**src/ssm_pkg.sv**
```systemverilog
`default_nettype none
package ssm_pkg;
	// ------------------------------------------------------------
	// register byte offsets
	// ------------------------------------------------------------
	localparam logic [7:0] OFS_CTRL  = 8'h00; // port_control_one
	localparam logic [7:0] OFS_BAUD  = 8'h04; // baud_reload_value
	localparam logic [7:0] OFS_BUF   = 8'h08; // transfer_buffer
	localparam logic [7:0] OFS_STAT  = 8'h0c; // port_status_reg
	localparam logic [7:0] OFS_ISTAT = 8'h10; // sticky events, read only
	localparam logic [7:0] OFS_ICLR  = 8'h14; // write one to clear, write only
	localparam logic [7:0] OFS_IEN   = 8'h18; // event enables

	// ------------------------------------------------------------
	// field positions
	// ------------------------------------------------------------
	localparam int CTRL_CPOL    = 0; // clock_idle_polarity
	localparam int CTRL_CKE     = 1; // clock edge select
	localparam int CTRL_SPH     = 2; // input_sample_phase
	localparam int CTRL_SDO_DIS = 3; // serial output released
	localparam int CTRL_RATE_LO = 4; // rate select, three bits
	localparam int STAT_BUSY    = 0;
	localparam int STAT_FULL    = 1;
	localparam int EV_DONE      = 0; // byte completed
	localparam int EV_COLL      = 1; // buffer written while busy

	// ------------------------------------------------------------
	// reset values and encodings
	// ------------------------------------------------------------
	localparam logic [6:0] CTRL_RST = 7'h00;
	localparam logic [7:0] BAUD_RST = 8'h00;
	localparam logic [2:0] RATE_DIV4  = 3'h0;
	localparam logic [2:0] RATE_DIV16 = 3'h1;
	localparam logic [2:0] RATE_DIV64 = 3'h2;
	localparam logic [2:0] RATE_TMR   = 3'h3;
	localparam logic [2:0] RATE_BAUD  = 3'h4;

	// ------------------------------------------------------------
	// timing: half bit periods in system clocks, and frame length
	// ------------------------------------------------------------
	localparam logic [9:0] HALF_DIV4  = 10'h002;
	localparam logic [9:0] HALF_DIV16 = 10'h008;
	localparam logic [9:0] HALF_DIV64 = 10'h020;
	localparam logic [4:0] EDGES      = 5'h10; // sixteen edges, eight pulses

	typedef enum logic [1:0] {
		SSM_IDLE  = 2'b01,
		SSM_SHIFT = 2'b10
	} ssm_state_e;
endpackage
`default_nettype wire

```
**src/ssm_rate_if.sv**
```systemverilog
`default_nettype none
interface ssm_rate_if;
	logic       ce;
	logic       run;
	logic [2:0] rate_sel;
	logic [7:0] reload;
	logic       timer_tick;
	logic       tick;

	modport gen  (input ce, run, rate_sel, reload, timer_tick, output tick);
	modport user (output ce, run, rate_sel, reload, timer_tick, input tick);
endinterface
`default_nettype wire

```
**src/ssm_rate.sv**
```systemverilog
`default_nettype none
module ssm_rate (
	input  wire logic   clk_i,
	input  wire logic   reset_n_i,
	ssm_rate_if.gen     r_if
);
	// ------------------------------------------------------------
	// half bit period generator
	// ------------------------------------------------------------
	logic [9:0] cnt_r;
	logic [9:0] cnt_nxt;
	logic       tick_r;
	logic       tick_nxt;
	logic [9:0] limit;

	// baud reload gives a bit of 4*(n+1) clocks, so a half of 2*(n+1)
	always_comb begin
		unique case (r_if.rate_sel)
			ssm_pkg::RATE_DIV16: limit = ssm_pkg::HALF_DIV16;
			ssm_pkg::RATE_DIV64: limit = ssm_pkg::HALF_DIV64;
			ssm_pkg::RATE_BAUD:  limit = {1'b0, r_if.reload, 1'b0} + 10'h002;
			default:             limit = ssm_pkg::HALF_DIV4; // unused codes fall back
		endcase
	end

	// counter restarts whenever no frame runs, so the first half is whole
	always_comb begin
		cnt_nxt  = 10'h000;
		tick_nxt = 1'b0;
		if (r_if.run) begin
			if (r_if.rate_sel == ssm_pkg::RATE_TMR) begin
				tick_nxt = r_if.timer_tick; // each timer pulse is half a bit
			end else if (cnt_r >= limit - 10'h001) begin
				tick_nxt = 1'b1;
			end else begin
				cnt_nxt = cnt_r + 10'h001;
			end
		end
	end

	always_ff @(posedge clk_i or negedge reset_n_i) begin
		if (!reset_n_i) begin
			cnt_r  <= 10'h000;
			tick_r <= 1'b0;
		end else if (r_if.ce) begin
			cnt_r  <= cnt_nxt;
			tick_r <= tick_nxt;
		end
	end

	assign r_if.tick = tick_r;
endmodule
`default_nettype wire

```
**src/ssm_top.sv**
```systemverilog
// Function
// - master may start a transfer whenever it is idle; it alone drives the clock.
// - writing the transfer buffer starts shifting out and in at once.
// - serial output can be released for receive-only use.
// - input keeps being sampled at the bit rate whether output is used.
// - each finished byte goes to the buffer and sets flags.
// - clock idle level follows polarity bit; shifting edge follows edge select.
// - bytes travel most significant bit first both ways.
// - rate is clk/4, /16, /64, timer/2 or clk/(4*(reload+1)).
// - with edge select set, output data is valid before the first edge.
// - input sample point within the bit follows the sample phase bit.
`default_nettype none
module ssm_top (
	input  wire logic        clk_i,
	input  wire logic        reset_n_i,
	input  wire logic        ce_i,
	input  wire logic        hsel_i,
	input  wire logic [31:0] haddr_i,
	input  wire logic [1:0]  htrans_i,
	input  wire logic        hwrite_i,
	input  wire logic [2:0]  hsize_i,
	input  wire logic        hready_i,
	input  wire logic [31:0] hwdata_i,
	output logic      [31:0] hrdata_o,
	output logic             hreadyout_o,
	output logic             hresp_o,
	output logic             sck_o,
	output logic             sdo_o,
	output logic             sdo_oe_n_o,
	input  wire logic        sdi_i,
	input  wire logic        timer_tick_i,
	output logic             irq_o
);
	// ------------------------------------------------------------
	// declarations
	// ------------------------------------------------------------
	ssm_rate_if r_if ();

	logic              wph_r, wph_nxt;
	logic [7:0]        addr_r, addr_nxt;
	logic [31:0]       rdata_r, rdata_nxt;
	logic              rd_buf;
	logic              acc;
	logic [6:0]        ctrl_r, ctrl_nxt;
	logic [7:0]        baud_r, baud_nxt;
	logic [1:0]        ien_r, ien_nxt;
	logic [1:0]        istat_r, istat_nxt;
	logic              irq_r, irq_nxt;
	ssm_pkg::ssm_state_e state_r, state_nxt;
	logic [4:0]        cnt_r, cnt_nxt;
	logic [7:0]        txr_r, txr_nxt;
	logic [7:0]        rx_r, rx_nxt;
	logic [7:0]        buf_r, buf_nxt;
	logic              full_r, full_nxt;
	logic              sck_r, sck_nxt;
	logic              sdo_r, sdo_nxt;
	logic              wr_buf, busy, cke, sph, cpol;
	logic              samp, fin, ev_coll;
	logic [4:0]        e, p;
	logic [7:0]        rx_s;

	assign busy = (state_r == ssm_pkg::SSM_SHIFT);
	assign cpol = ctrl_r[ssm_pkg::CTRL_CPOL];
	assign cke  = ctrl_r[ssm_pkg::CTRL_CKE];
	assign sph  = ctrl_r[ssm_pkg::CTRL_SPH];

	// ------------------------------------------------------------
	// register readback
	// ------------------------------------------------------------
	// next values are read, so a read right behind a write already sees it
	function automatic logic [31:0] reg_read(input logic [7:0] a);
		logic [31:0] d;
		d = 32'h0000_0000;
		unique case (a)
			ssm_pkg::OFS_CTRL:  d = {25'h0, ctrl_nxt};
			ssm_pkg::OFS_BAUD:  d = {24'h0, baud_nxt};
			ssm_pkg::OFS_BUF:   d = {24'h0, buf_nxt};
			ssm_pkg::OFS_STAT:  d = {30'h0, full_nxt, state_nxt == ssm_pkg::SSM_SHIFT};
			ssm_pkg::OFS_ISTAT: d = {30'h0, istat_nxt};
			ssm_pkg::OFS_IEN:   d = {30'h0, ien_nxt};
			default:            d = 32'h0000_0000; // unmapped and write-only read zero
		endcase
		return d;
	endfunction

	// ------------------------------------------------------------
	// AHB-Lite slave, zero wait states, always OKAY
	// ------------------------------------------------------------
	// read data is captured in the address phase so hrdata is a flop
	assign acc = hsel_i && hready_i && htrans_i[1];
	assign rd_buf = acc && !hwrite_i && (haddr_i[7:0] == ssm_pkg::OFS_BUF)
		&& (haddr_i[31:8] == 24'h0);

	always_comb begin
		wph_nxt   = acc && hwrite_i;
		addr_nxt  = addr_r;
		rdata_nxt = rdata_r;
		if (acc) begin
			addr_nxt = (haddr_i[31:8] == 24'h0) ? haddr_i[7:0] : 8'hff;
			if (!hwrite_i) begin
				rdata_nxt = (haddr_i[31:8] == 24'h0) ? reg_read(haddr_i[7:0]) : 32'h0;
			end
		end
	end

	always_ff @(posedge clk_i or negedge reset_n_i) begin
		if (!reset_n_i) begin
			wph_r   <= 1'b0;
			addr_r  <= 8'h00;
			rdata_r <= 32'h0000_0000;
		end else if (ce_i) begin
			wph_r   <= wph_nxt;
			addr_r  <= addr_nxt;
			rdata_r <= rdata_nxt;
		end
	end

	assign hrdata_o    = rdata_r;
	assign hreadyout_o = 1'b1;
	assign hresp_o     = 1'b0;
	assign wr_buf      = wph_r && (addr_r == ssm_pkg::OFS_BUF);

	// ------------------------------------------------------------
	// configuration and interrupt registers
	// ------------------------------------------------------------
	// a new event wins over a clear written in the same cycle
	always_comb begin
		ctrl_nxt  = ctrl_r;
		baud_nxt  = baud_r;
		ien_nxt   = ien_r;
		istat_nxt = istat_r;
		if (wph_r && addr_r == ssm_pkg::OFS_CTRL) ctrl_nxt = hwdata_i[6:0];
		if (wph_r && addr_r == ssm_pkg::OFS_BAUD) baud_nxt = hwdata_i[7:0];
		if (wph_r && addr_r == ssm_pkg::OFS_IEN)  ien_nxt  = hwdata_i[1:0];
		if (wph_r && addr_r == ssm_pkg::OFS_ICLR) istat_nxt = istat_r & ~hwdata_i[1:0];
		if (fin)     istat_nxt[ssm_pkg::EV_DONE] = 1'b1;
		if (ev_coll) istat_nxt[ssm_pkg::EV_COLL] = 1'b1;
		irq_nxt = |(istat_nxt & ien_nxt);
	end

	always_ff @(posedge clk_i or negedge reset_n_i) begin
		if (!reset_n_i) begin
			ctrl_r  <= ssm_pkg::CTRL_RST;
			baud_r  <= ssm_pkg::BAUD_RST;
			ien_r   <= 2'h0;
			istat_r <= 2'h0;
			irq_r   <= 1'b0;
		end else if (ce_i) begin
			ctrl_r  <= ctrl_nxt;
			baud_r  <= baud_nxt;
			ien_r   <= ien_nxt;
			istat_r <= istat_nxt;
			irq_r   <= irq_nxt;
		end
	end

	assign irq_o = irq_r;

	// ------------------------------------------------------------
	// bit rate generator
	// ------------------------------------------------------------
	assign r_if.ce         = ce_i;
	assign r_if.run        = busy;
	assign r_if.rate_sel   = ctrl_r[ssm_pkg::CTRL_RATE_LO +: 3];
	assign r_if.reload     = baud_r;
	assign r_if.timer_tick = timer_tick_i;

	ssm_rate u_rate (
		.clk_i     (clk_i),
		.reset_n_i (reset_n_i),
		.r_if      (r_if.gen)
	);

	// ------------------------------------------------------------
	// shift engine
	// ------------------------------------------------------------
	// e numbers the half-bit ticks; p shifts it so that even p is always
	// the point where the output bit changes, whatever the edge select
	assign e    = cnt_r + 5'h01;
	assign p    = cke ? e : e - 5'h01;
	assign samp = busy && r_if.tick && (sph ? (!p[0] && p >= 5'h02) : p[0]);
	assign fin  = busy && r_if.tick && (p == ssm_pkg::EDGES);
	assign rx_s = samp ? {rx_r[6:0], sdi_i} : rx_r;
	assign ev_coll = wr_buf && busy; // write while shifting is dropped

	// settings are read live: change them only while idle
	always_comb begin
		state_nxt = state_r;
		cnt_nxt   = cnt_r;
		txr_nxt   = txr_r;
		rx_nxt    = rx_r;
		buf_nxt   = buf_r;
		full_nxt  = full_r && !rd_buf;
		sck_nxt   = sck_r;
		sdo_nxt   = sdo_r;
		unique case (state_r)
			ssm_pkg::SSM_IDLE: begin
				sck_nxt = cpol;
				if (wr_buf) begin
					state_nxt = ssm_pkg::SSM_SHIFT;
					cnt_nxt   = 5'h00;
					rx_nxt    = 8'h00;
					if (cke) begin
						sdo_nxt = hwdata_i[7];
						txr_nxt = {hwdata_i[6:0], 1'b0};
					end else begin
						txr_nxt = hwdata_i[7:0];
					end
				end
			end
			ssm_pkg::SSM_SHIFT: begin
				if (r_if.tick) begin
					cnt_nxt = e;
					rx_nxt  = rx_s;
					if (e <= ssm_pkg::EDGES) sck_nxt = ~sck_r;
					if (!p[0] && p < ssm_pkg::EDGES) begin
						sdo_nxt = txr_r[7];
						txr_nxt = {txr_r[6:0], 1'b0};
					end
					if (fin) begin
						state_nxt = ssm_pkg::SSM_IDLE;
						buf_nxt   = rx_s;
						full_nxt  = 1'b1;
						sck_nxt   = cpol;
					end
				end
			end
		endcase
	end

	always_ff @(posedge clk_i or negedge reset_n_i) begin
		if (!reset_n_i) begin
			state_r <= ssm_pkg::SSM_IDLE;
			cnt_r   <= 5'h00;
			txr_r   <= 8'h00;
			rx_r    <= 8'h00;
			buf_r   <= 8'h00;
			full_r  <= 1'b0;
			sck_r   <= 1'b0;
			sdo_r   <= 1'b0;
		end else if (ce_i) begin
			state_r <= state_nxt;
			cnt_r   <= cnt_nxt;
			txr_r   <= txr_nxt;
			rx_r    <= rx_nxt;
			buf_r   <= buf_nxt;
			full_r  <= full_nxt;
			sck_r   <= sck_nxt;
			sdo_r   <= sdo_nxt;
		end
	end

	assign sck_o      = sck_r;
	assign sdo_o      = sdo_r;
	assign sdo_oe_n_o = ctrl_r[ssm_pkg::CTRL_SDO_DIS];

	// ------------------------------------------------------------
	// checks
	// ------------------------------------------------------------
	logic [4:0] edge_cnt_r, edge_cnt_nxt;
	logic [3:0] samp_cnt_r, samp_cnt_nxt;

	// helper counters of clock toggles and samples per frame
	always_comb begin
		edge_cnt_nxt = (busy && sck_nxt != sck_r) ? edge_cnt_r + 5'h01 : edge_cnt_r;
		samp_cnt_nxt = samp ? samp_cnt_r + 4'h1 : samp_cnt_r;
		if (!busy) begin
			edge_cnt_nxt = 5'h00;
			samp_cnt_nxt = 4'h0;
		end
	end

	always_ff @(posedge clk_i or negedge reset_n_i) begin
		if (!reset_n_i) begin
			edge_cnt_r <= 5'h00;
			samp_cnt_r <= 4'h0;
		end else if (ce_i) begin
			edge_cnt_r <= edge_cnt_nxt;
			samp_cnt_r <= samp_cnt_nxt;
		end
	end
endmodule
`default_nettype wire

```
**config.mk**
```make
export PLATFORM = sky130hd
export DESIGN_NAME = ssm_top
export DESIGN_NICKNAME = d
export VERILOG_FILES = /design/src/ssm_pkg.sv /design/src/ssm_rate_if.sv /design/src/ssm_rate.sv /design/src/ssm_top.sv
export SDC_FILE = /design/constraint.sdc
export NUM_CORES = 1
export LEC_CHECK = 0
export BUFFER_PORTS_ARGS = -buffer_cell sky130_fd_sc_hd__buf_2
export CORE_MARGIN = 5
export CORE_UTILIZATION = 25
export DETAILED_ROUTE_END_ITERATION = 8
export HOLD_SLACK_MARGIN = 0.05
export SETUP_SLACK_MARGIN = 0.3
export SLEW_MARGIN = 40
export SYNTH_ARGS = -nofsm -noshare
export SYNTH_HDL_FRONTEND = slang
export SYNTH_SLANG_ARGS = --single-unit
export TNS_END_PERCENT = 5
```
**constraint.sdc**
```tcl
create_clock -name clk_i -period 4 [get_ports clk_i]
set_input_delay 0.2 -clock clk_i [delete_from_list [all_inputs] [get_ports clk_i]]
set_output_delay 0.2 -clock clk_i [all_outputs]
set_load 0.005 [all_outputs]
```
Word-level counts from Yosys, hierarchy flattened

Cells that the tools add are included.

Output and inout bits: 38
Word-level logic and storage cells: 134
Flip-flop bits (word level): 106
Bits of input ports: 77

Reduce and logical (&&, ||, !) cells: 31
Multiplexer cells: 49
Order comparisons: 4
Add/sub/neg operators: 5
Bitwise gates (word level): 5
Eq/ne operators: 22

Operator list:

| operator                                            | count |
|---|---|
| 2-to-1 mux 8 bit                                    | 12 |
| one-hot mux 8 bit (6 select lines)                  | 1 |
| == test 8 x 5 -> 1 bit (second input constant)      | 4 |
| 2-to-1 mux 32 bit                                   | 1 |
| one-hot mux 8 bit (2 select lines)                  | 2 |
| 2-to-1 mux 10 bit                                   | 3 |
| one-hot mux 10 bit (3 select lines)                 | 1 |
| == test 8 x 4 -> 1 bit (second input constant)      | 3 |
| zero test 24 bit                                    | 1 |
| logical AND 1 bit                                   | 18 |
| == test 8 x 3 -> 1 bit (second input constant)      | 2 |
| zero test 8 bit                                     | 2 |
| 2-to-1 mux 1 bit                                    | 16 |
| 2-to-1 mux 5 bit                                    | 3 |
| adder 10 x 1 -> 10 bit (second input constant)      | 1 |
| adder 9 x 2 -> 10 bit (second input constant)       | 1 |
| >= comparator 10 bit                                | 1 |
| 2-to-1 mux 2 bit                                    | 5 |
| one-hot mux 5 bit (2 select lines)                  | 1 |
| subtractor 10 x 1 -> 10 bit (second input constant) | 1 |
| AND reduction 3 bit                                 | 3 |
| 2-to-1 mux 7 bit                                    | 1 |
| == test 3 x 2 -> 1 bit (second input constant)      | 2 |
| adder 5 x 1 -> 5 bit (second input constant)        | 1 |
| 22 further kinds                                    | 30 |

Longest topological paths before layout

Gate-level depths: netlist of the first run.

Depth after elaboration: 13
Mapped depth: 15
Gate-level depth less buffers: 14

Cells and area by module

From an unflattened synthesis of the first run, not the netlist that was laid out.

Cell total of the unflattened synthesis: 594
Area, all modules: 5,551.6 µm²

Modules (own cells, without submodules):

| module   | cells an instance | times used | area an instance (µm²) |
|---|---|---|---|
| ssm_top  | 448               | 1          | 4,329.2 |
| ssm_rate | 146               | 1          | 1,222.4 |

Worst setup path after synthesis of the first run

No wires, ideal clock.

Path type: register to register
Start point: reg ctrl_r[5]
End point: reg u_rate.cnt_r[5]
Cell stages (with the launch flop): 15
Required time: 3.905 ns
Path buffers: 1
Path slack: 0.583 ns
Setup time: 0.095 ns
Data arrival time: 3.322 ns
Cells stage by stage: dfrtp_1 > clkbuf_1 > nor3b_2 > nand2_1 > o21a_1 > a211oi_1 > nor3b_1 > nand3_1 > xnor2_1 > ha_1 > a21o_1 > a221oi_1 > o211a_1 > nand2_1 > o31ai_1

Cells in the longest elaborated chain, start to end: 7
Elaborated cells on any way between the ends: 10
Classes of those cells: 1 x add/sub; 1 x order compare; 4 x eq/ne; 4 x mux

Ends and longest elaborated chain:

| item                                        | line           | source |
|---|---|---|
| start, declared                             | ssm_top.sv:44  | `logic [6:0] ctrl_r, ctrl_nxt;` |
| start signal, assigned                      | ssm_top.sv:143 | `ctrl_r <= ssm_pkg::CTRL_RST;` |
| start signal, assigned                      | ssm_top.sv:149 | `ctrl_r <= ctrl_nxt;` |
| == test 3 bit, or another cell as far along | ssm_rate.sv:18 | `unique case (r_if.rate_sel)` |
| one-hot mux 10 bit (3 select lines)         | ssm_rate.sv:18 |  |
| subtractor 10 x 1 -> 10 bit                 | ssm_rate.sv:33 | `end else if (cnt_r >= limit - 10'h001) begin` |
| >= comparator 10 bit                        | ssm_rate.sv:33 |  |
| 2-to-1 mux 10 bit                           | ssm_rate.sv:33 |  |
| 2-to-1 mux 10 bit *                         | ssm_rate.sv:31 | `if (r_if.rate_sel == ssm_pkg::RATE_TMR) begin` |
| 2-to-1 mux 10 bit *                         | ssm_rate.sv:30 | `if (r_if.run) begin` |
| end signal, assigned                        | ssm_rate.sv:46 | `cnt_r <= cnt_nxt;` |
| end, declared                               | ssm_rate.sv:10 | `logic [9:0] cnt_r;` |

Every way passes the cells marked *; elsewhere a longest branch is shown, timed or not.
A chain may end at the register's enable or synchronous reset.

Final worst setup path of the first run

Start point: reg baud_r[0]
End point: reg u_rate.cnt_r[8]

Cells in the longest elaborated chain, start to end: 7

Ends and longest elaborated chain:

| item                                | line           | source |
|---|---|---|
| start, declared                     | ssm_top.sv:45  | `logic [7:0] baud_r, baud_nxt;` |
| start signal, assigned              | ssm_top.sv:144 | `baud_r <= ssm_pkg::BAUD_RST;` |
| start signal, assigned              | ssm_top.sv:150 | `baud_r <= baud_nxt;` |
| adder 9 x 2 -> 10 bit               | ssm_rate.sv:21 | `ssm_pkg::RATE_BAUD: limit = {1'b0, r_if.reload, 1'b0} + 10'h002;` |
| one-hot mux 10 bit (3 select lines) | ssm_rate.sv:18 |  |
| subtractor 10 x 1 -> 10 bit         | ssm_rate.sv:33 |  |
| >= comparator 10 bit                | ssm_rate.sv:33 |  |
| 2-to-1 mux 10 bit                   | ssm_rate.sv:33 |  |
| 2-to-1 mux 10 bit                   | ssm_rate.sv:31 |  |
| 2-to-1 mux 10 bit                   | ssm_rate.sv:30 |  |

Every way passes these cells.

==> results by group, run 1 <==
Setup path
  • R2r setup slk: 0.65 ns
  • Worst Setup EP: u_rate.cnt_r[8]$_DFFE_PN0P_
  • WP data arrival: about 3.6 ns
  • Worst EP required: between 4 and 5 ns
  • Worst setup path category: reg -> reg
  • Cells on worst reg2reg path: 14
  • Worst R2R End: u_rate.cnt_r[8]$_DFFE_PN0P_
  • CP Capture Type: flip-flop
  • CP max FO: 7
  • Startpoint Class: flip-flop
  • Setup crit start: baud_r[0]$_DFFE_PN0P_
  • Worst R2R Start: baud_r[0]$_DFFE_PN0P_

Global route
  • Initial antenna violation count: 0
  • Number of global-route vias before repair: 4133
  • Pin count of the biggest net entering global routing: 47
  • First-pass GRT wire length: approximately 22 mm
  • Grt ovf: 0
  • Total GRT Usage: 11.3%

Flow run
  • MaxCap Viol Count: 0

Power and ir drop
  • P_leak: 2.79 nW
  • P_sw: 0.543 mW
  • Sequential share of power: between 40% and 50%
  • Power Dens Cells: 341 mW/mm^2
  • Logic pwr share: 13.1%
  • Sw Share: about a quarter
  • Worst vdd ir: between 0.15 and 0.2 mV
  • Internal Power: ~1.6 mW
  • Clock network power share: 43.1%

Clock tree
  • TritonCTS clock tree: yes
  • CTS H-tree lvls: 3
  • CTS sink count: 82
  • Clock root cell: clkbuf_16
  • Deepest clock path buffer count: 2
  • Clk Latency, worst-skew pair: 0.35 ns
  • Cts bufs inserted: 9
  • Clk slew on worst S/H paths: 0.07 ns

Timing
  • Final worst setup slack: 0.647 ns
  • Fin. Hold Viols: 0
  • Worst-case clock skew: a little over 0.009 ns
  • Worst slew pin tran: 0.671 ns
  • Setup-failing EPs final: 0
  • Final Cycle Share: between 80% and 90%
  • Max-slew violation count: 0
  • RSZ-0062 raised after global routing: no
  • Post-layout minimum cycle time: 3.35 ns
  • Slew headroom: a little over half
  • Max Clock Freq: between 0.2 and 0.3 GHz
  • Final setup TNS: 0 ns

Layout
  • Area of the multi-input gates: 0.00306 sq mm
  • Fillcell total: between 2k and 2.5k
  • Reg area: about 0.0021 sq mm
  • Area Overhead vs Synth: 16.3%
  • Ant diodes: 0
  • Nets: slightly above 700
  • Layout cells sized above 1: 20.4%

Synthesis
  • Synth Instances: between 500 and 600
  • Top cell type's share of synthesized area: between 30% and 40%
  • Ys async rst share: 100%
  • Post-synth EDFFs: 0
  • Synth top cells by count: dfrtp_1, nand2_1, nor2_1
  • Post-synthesis sequential area ratio: 38.6%
  • Primary FF master, synth: dfrtp_1
  • Cell variety after synth: roughly 70
  • Synth warnings: 0
  • Seq cells post-synth: approximately 80
  • Syn Area/Cell: 9.35 sq um
  • Post-synthesis cell area: 0.00531 sq mm
  • Synth top area cells: dfrtp_1, mux2i_1, mux2_2
  • Post-synth top area cell: dfrtp_1
  • Most instantiated library cell after synthesis: dfrtp_1

Die
  • Core Area: approximately 0.021 sq mm
  • Row count: 53
  • Die H: 156 um
  • Initial core utilization: roughly a quarter
  • Die Span X: 156 um
  • Die Footprint: 0.0243 sq mm
  • Num ports: roughly 120

Placed design
  • HPWL after detailed placement: roughly 10 mm
  • Pre-CTS setup slack: between 0.4 and 0.5 ns
  • RePlAce Congestion: about 0.78
  • Port-buffer cells: 60

Detailed routing
  • WL final: 13.5 mm
  • DRC: 0
  • First-pass detailed-route iteration total: 4
  • Post-route ant nets: 0
  • Avg WL per Cell: about 15 um
  • DRT iter0 DRCs: 240
  • Vias per cell: ~4.8
  • Via count: approximately 4.3k

Min path
  • Hold crit path type: in -> reg

Outcome
  • Outcome: finished, final reports clean
==> through the flow <==
step / instances / hold WS [ns] / cell area, sq um / utilization, % / total power [mW]
global placement: 886 / 0.274 / 5830 / 27.8 / 1.21
finish: 903 / 0.130 / 6180 / 29.5 / 2.11
floorplan: 592 / -0.0956 / 5400 / - / 1.12
CTS: 903 / 0.120 / 6160 / 29.4 / 2.13
global route: 903 / 0.147 / 6180 / 29.5 / 2.21
detailed placement: 886 / 0.258 / 5830 / 27.8 / 1.21
==> worst min-delay path by stage <==
stage / start / end / slack (ns) / cells past startpoint
after floorplan: reset_n_i / addr_r[0]$_DFFE_PN0P_ / -0.1 / 0
after global placement: reset_n_i / txr_r[4]$_DFFE_PN0P_ / 0.27 / 1
after detailed placement: reset_n_i / txr_r[4]$_DFFE_PN0P_ / 0.26 / 1
after CTS: hwrite_i / wph_r$_DFFE_PN0P_ / 0.12 / 3
after global routing: hwrite_i / wph_r$_DFFE_PN0P_ / 0.15 / 3
final: hwrite_i / wph_r$_DFFE_PN0P_ / 0.13 / 3
==> area by class of cell <==
cell class / instances / area share (%)
inverter: 7 / 0.425
multi-input combinational: 453 / 49.5
timing repair buffer: 70 / 6.16
clock inverter: 6 / 1.30
tap: 275 / 5.57
clock buffer: 10 / 3.87
sequential: 82 / 33.2
==> layer usage <==
| metal | vias to the layer above | part of all wire [%] | wire length [um] | global-route usage (%) |
|---|---|---|---|---|
| met2 | 97 | 43 | 5820 | 16.7 |
| met1 | 2065 | 50 | 6780 | 16.6 |
| met4 | 0 | 1.6 | 221 | 4.25 |
| li1 | 2162 | - | - | - |
| met5 | - | 0 | 0 | 0 |
| met3 | 13 | 4.8 | 644 | 1.97 |
==> flip-flops by register name (all words and copies together) (netlist names) <==
| signal | count |
|---|---|
| buf_r | 8 |
| hrdata_o | 8 |
| state_r | 2 |
| u_rate.r_if.tick | 1 |
| cnt_r | 5 |
| addr_r | 8 |
| sdo_o | 1 |
| rx_r | 8 |
| sck_o | 1 |
| wph_r | 1 |
| txr_r | 8 |
| irq_o | 1 |
| ctrl_r | 7 |
| full_r | 1 |
| u_rate.cnt_r | 10 |
| baud_r | 8 |
| ien_r | 2 |
| istat_r | 2 |
==> critical path, cell delays in order, from the launching register on <==
cell and delay (ns):
dfrtp_1 0.44, ha_1 0.26, xor2_1 0.15, a21oi_1 0.15, nor2_1 0.11, a211oi_2 0.23, nor3b_2 0.25, nand3_1 0.11
xnor2_1 0.14, ha_1 0.29, a21o_1 0.19, a221oi_2 0.29, o211a_1 0.24, nand2_1 0.17, o31ai_1 0.24
==> timing repair <==
| item | in CTS | in global routing |
|---|---|---|
| endpoints found under the hold margin | 44 | 0 |
| hold buffers | 1 | 0 |
| resized for setup | 0 | 4 |
| setup buffers | 0 | 0 |
| setup endpoints to repair | 0 | 11 |
==> power by group through the flow <==
stage                     registers (mW)  clock network (mW)  logic [mW]
after floorplan                    0.922                   0       0.198
after global placement             0.936                   0       0.269
after detailed placement           0.938                   0       0.272
after CTS                          0.923               0.934       0.275
after global routing               0.932               0.968       0.309
final                              0.923               0.907       0.275
==> cell families after synthesis <==
| logic type | after synthesis | synth area share, % |
|---|---|---|
| fa+ha+maj | 14 | 3.30 |
| compound gates | 154 | 19.8 |
| xor+xnor | 20 | 3.30 |
| buf+inv | 57 | 5.98 |
| simple gates | 188 | 18.7 |
| flops | 82 | 38.6 |
| mux | 51 | 10.2 |
| other cells | 2 | 0.141 |
==> placed cells by master, fill, tap and decap left out, drive strengths merged, types with 11 or more instances in the layout <==
cell and n:
a22o 11, ha 14, xnor2 13, nand2 51
conb 26, nor2 37, nand3 19, mux2i 27
mux2 24, a21oi 19, dfrtp 81, o21ai 46
buf 69, o22ai 14
No activity file was read; power rests on OpenSTA's default activity.
==> run 2, diff against run 1 <==
--- a/config.mk
+++ b/config.mk
@@ -5,6 +5,7 @@
 export SDC_FILE = /design/constraint.sdc
 export NUM_CORES = 1
 export LEC_CHECK = 0
+export ABC_AREA = 1
 export BUFFER_PORTS_ARGS = -buffer_cell sky130_fd_sc_hd__buf_2
 export CORE_MARGIN = 5
 export CORE_UTILIZATION = 25
==> constraint.sdc (replaced) <==
create_clock -name clk_i -period 3.17 [get_ports clk_i]
set_input_delay 0.1585 -clock clk_i [delete_from_list [all_inputs] [get_ports clk_i]]
set_output_delay 0.1585 -clock clk_i [all_outputs]
set_load 0.005 [all_outputs]
==> run 2 against run 1 <==
Critical path depth grew 4. Non-clock buffer count grew 15. Die area grew 3.5%. Via count grew 13%. Power grew 54%. Critical path type unchanged. Highest routed layer unchanged.
==> results by group, run 2 <==
Layout
  • Non-filler instance count after layout: 1099 (+22%)
  • Nets: 905 (+27%)
  • Layout cells sized above 1: 23.1% (+2.7 points)
  • Most frequent cells in the layout: nand2_1, dfrtp_1, o21ai_0
  • Max reg flops: 10 (unchanged)
  • Fillcell total: 2335 (+4.1%)
  • Final core occ: 30.5% (+1.0 points)
  • Biggest register: u_rate.cnt_r
  • Ant diodes: 0 (unchanged)
  • Most common cell after layout, fill and taps aside: nand2_1
  • Area Overhead vs Synth: 20.3%
  • Non-Filler Cell Area, Final: 0.00664 sq mm (+7.4%)

Synthesis
  • Post-synth top area cell: dfrtp_1
  • Synth top cells by count: nand2_1, dfrtp_1, o21ai_0
  • Most instantiated library cell after synthesis: nand2_1
  • Primary FF master, synth: dfrtp_1
  • Post-Synth Simple-Gate Area: 33.3% (+15 points)
  • Seq cells post-synth: 82 (unchanged)
  • Top cell type's share of synthesized area: 36.8% (-1.4 points)
  • Syn Area/Cell: 7.45 sq um (-20%)
  • Xor and xnor area share after synthesis: 2.54% (-0.76 points)
  • Ys async rst share: 100% (unchanged)
  • Synth Instances: 740 (+30%)
  • Synth Area in Adders: 3.18% (-0.12 points)
  • Multiplexer area fraction after synthesis: 0.590% (-9.6 points)
  • Synth Area in Compound Gates: 12.1% (-7.6 points)
  • Synth warnings: 0 (unchanged)
  • Synth top area cells: dfrtp_1, nand2_1, o21ai_0
  • Post-synthesis cell area: 0.00551 sq mm (+3.8%)
  • Largest family of logic cells by synthesized area: simple AND/OR/NAND/NOR gates
  • Cell variety after synth: 49 (-28%)
  • Post-synthesis sequential area ratio: 37.2% (-1.4 points)
  • Post-synth EDFFs: 0 (unchanged)

Flow run
  • MaxCap Viol Count: 0 (unchanged)

Clock tree
  • Cts bufs inserted: 9 (unchanged)
  • CTS sink count: 82 (unchanged)
  • Clk slew on worst S/H paths: 0.07 ns (about the same)
  • Deepest clock path buffer count: 2 (unchanged)
  • CTS H-tree lvls: 3 (unchanged)
  • Clock root cell: clkbuf_16
  • TritonCTS clock tree: yes
  • Clk Latency, worst-skew pair: 0.36 ns (about the same)

Detailed routing
  • Via count: 4890 (+13%)
  • Post-route ant nets: 0 (unchanged)
  • Vias per cell: 4.45 (-7.4%)
  • DRC: 0 (unchanged)
  • DRT iter0 DRCs: 372 (+55%)
  • First-pass detailed-route iteration total: 5 (+1)
  • WL final: 14.3 mm (+6.0%)
  • Avg WL per Cell: 13.0 um (-13%)

Global route
  • Most Crowded Layer GR: met2
  • Grt met3 use: 2.50% (+0.53 points)
  • GRT met2 Usage: 19.3% (+2.6 points)
  • Pin count of the biggest net entering global routing: 58 (+23%)
  • Total GRT Usage: 11.9% (+0.60 points)
  • First-pass GRT wire length: 23.9 mm (+8.2%)
  • Grt ovf: 0 (unchanged)
  • Initial antenna violation count: 0 (unchanged)
  • Number of global-route vias before repair: 4750 (+15%)
  • Grt met1 use: 16.2% (-0.38 points)

Die
  • Core Area: 0.0218 sq mm (+3.8%)
  • Num ports: 115 (unchanged)
  • Row count: 54 (+1.9%)
  • Die Span X: 159 um (+1.8%)
  • Die Footprint: 0.0251 sq mm (+3.5%)
  • Die H: 159 um (+1.8%)
  • Initial core utilization: 25.3% (about the same)

Timing
  • Fin. Hold Viols: 0 (unchanged)
  • Max-slew violation count: 0 (unchanged)
  • Worst slew pin tran: 0.626 ns (-0.0446 ns)
  • Slew headroom: 58.1% (+3.2 points)
  • Post-layout minimum cycle time: 2.98 ns (-0.375 ns)
  • Worst-case clock skew: 0.0111 ns (+0.00180 ns)
  • Setup-failing EPs final: 0 (unchanged)
  • Max Clock Freq: 0.336 GHz (+13%)
  • Final Cycle Share: 94.0% (+10 points)
  • RSZ-0062 raised after global routing: yes

Min path
  • Hold_sp: hwrite_i
  • Hold crit path type: in -> reg

Setup path
  • Critical Path Max Stage Delay: 0.45 ns (about the same)
  • Cell Chain, Critical Path: nor3_4 > inv_2 > nand3b_1 > o21ai_2 > inv_1 > ha_2 > and3_4 > nand3_2 > nand3b_1 > xor2_1 > ha_1 > nand2_2 > buf_4 > o2111ai_2 > nor2_2 > nand3_4 > buf_6 > o22ai_2
  • Startpoint Class: flip-flop
  • Worst EP required: 3.44 ns (-0.82 ns)
  • Max stage delay cell, worst path: dfrtp_2
  • Setup crit start: ctrl_r[5]$_DFFE_PN0P_
  • CP Capture Type: flip-flop
  • Worst R2R Start: ctrl_r[5]$_DFFE_PN0P_
  • Most Frequent Cell on Critical Path: nand3b_1
  • CP max FO: 7 (unchanged)
  • WP data arrival: 3.25 ns (-0.36 ns)
  • Worst setup path category: reg -> reg

Placed design
  • Port-buffer cells: 60 (unchanged)
  • Placed Area: 0.00609 sq mm (+4.5%)
  • HPWL after detailed placement: 10.7 mm (+6.8%)
  • Placed Cells: 1075 (+21%)
  • RePlAce Congestion: 0.827 (+6.4%)

Power and ir drop
  • Power Dens Cells: 488 mW/mm^2 (+43%)
  • Worst vdd ir: 0.234 mV (+25%)
  • Total Power: 3.24 mW (+54%)
  • P_leak: 3.10 nW (+11%)

Outcome
  • Outcome: finished, final reports clean
==> run 2: cell types whose count changed in the layout (fill, tap and decap cells not counted), sizes merged, moves of 22 or more <==
cell   before  now
inv         7   81
nor2       37   61
mux2i      27    1
nand2      51  192
nand3      19   66
o21ai      46   85
mux2       24    2
==> run 2: where the power goes <==
group          internal, mW  switching, mW  total [mW]
registers              1.16         0.0844        1.24
clock network         0.780          0.479        1.26
logic                 0.312          0.422       0.734
==> run 2: through the flow <==
step / setup slack, ns / TNS, ns / hold slack, ns
6_report: 0.192 / 0 / 0.0722
2_1_floorplan: 0.208 / 0 / -0.137
4_1_cts: 0.117 / 0 / 0.0601
5_1_grt: -0.0456 / -0.198 / 0.0931
3_5_place_dp: 0.00258 / 0 / 0.293
3_3_place_gp: 0.0986 / 0 / 0.286
==> run 2: final cells by class <==
cell class | instances | area [sq um] | share of cell area [%]
multi-input combinational | 558 | 3080 | 46.5
sequential | 82 | 2060 | 31.0
timing repair buffer | 85 | 504 | 7.60
tap | 280 | 350 | 5.28
inverter | 78 | 293 | 4.41
clock buffer | 9 | 225 | 3.39
clock inverter | 7 | 124 | 1.87
==> run 2: critical path: cells and delay by family, from the launching register on <==
kind / cells / cell delay (ns)
fa+ha+maj: 2 / 0.49
buf+inv: 4 / 0.42
simple gates: 8 / 1.11
flops: 1 / 0.45
compound gates: 3 / 0.27
xor+xnor: 1 / 0.15
==> run 2: what timing repair did <==
item | 4_1_cts | 5_1_grt
setup buffers | 6 | 1
resized for setup | 22 | 6
endpoints found under the setup margin | 11 | 11
pin swaps | 10 | 4
endpoints found under the hold margin | 55 | 0
hold buffers | 1 | 0
==> run 2: final timing paths <==
kind	end	slack, ns	depth (start not counted)
min in group asynchronous	txr_r[0]$_DFFE_PN0P_	0.34	2
max in group asynchronous	state_r[0]$_DFFE_PN1P_	2.10	3
setup reg to reg	u_rate.cnt_r[9]$_DFFE_PN0P_	0.19	18
hold / removal	wph_r$_DFFE_PN0P_	0.07	3
setup / recovery	u_rate.cnt_r[9]$_DFFE_PN0P_	0.19	18
hold reg to reg	buf_r[0]$_DFFE_PN0P_	0.48	2
==> run 2: cell families (layout without fill, tap and decap cells) <==
| kind of cell | after synthesis | count (layout) |
|---|---|---|
| AOI/OAI and AO/OA | 124 | 124 |
| and+or+nand+nor | 375 | 375 |
| buffers and inverters | 124 | 179 |
| xor gates and xnor gates | 16 | 16 |
| muxes | 3 | 3 |
| other | 2 | 26 |
| adders and majority gates | 14 | 14 |
| DFF | 82 | 82 |
==> run 2: metal layers <==
| layer | vias up | part of all wire, % |
|---|---|---|
| li1 | 2526 | - |
| met1 | 2232 | 47 |
| met2 | 118 | 46 |
| met3 | 14 | 4.8 |
| met4 | 0 | 1.6 |
| met5 | - | 0 |
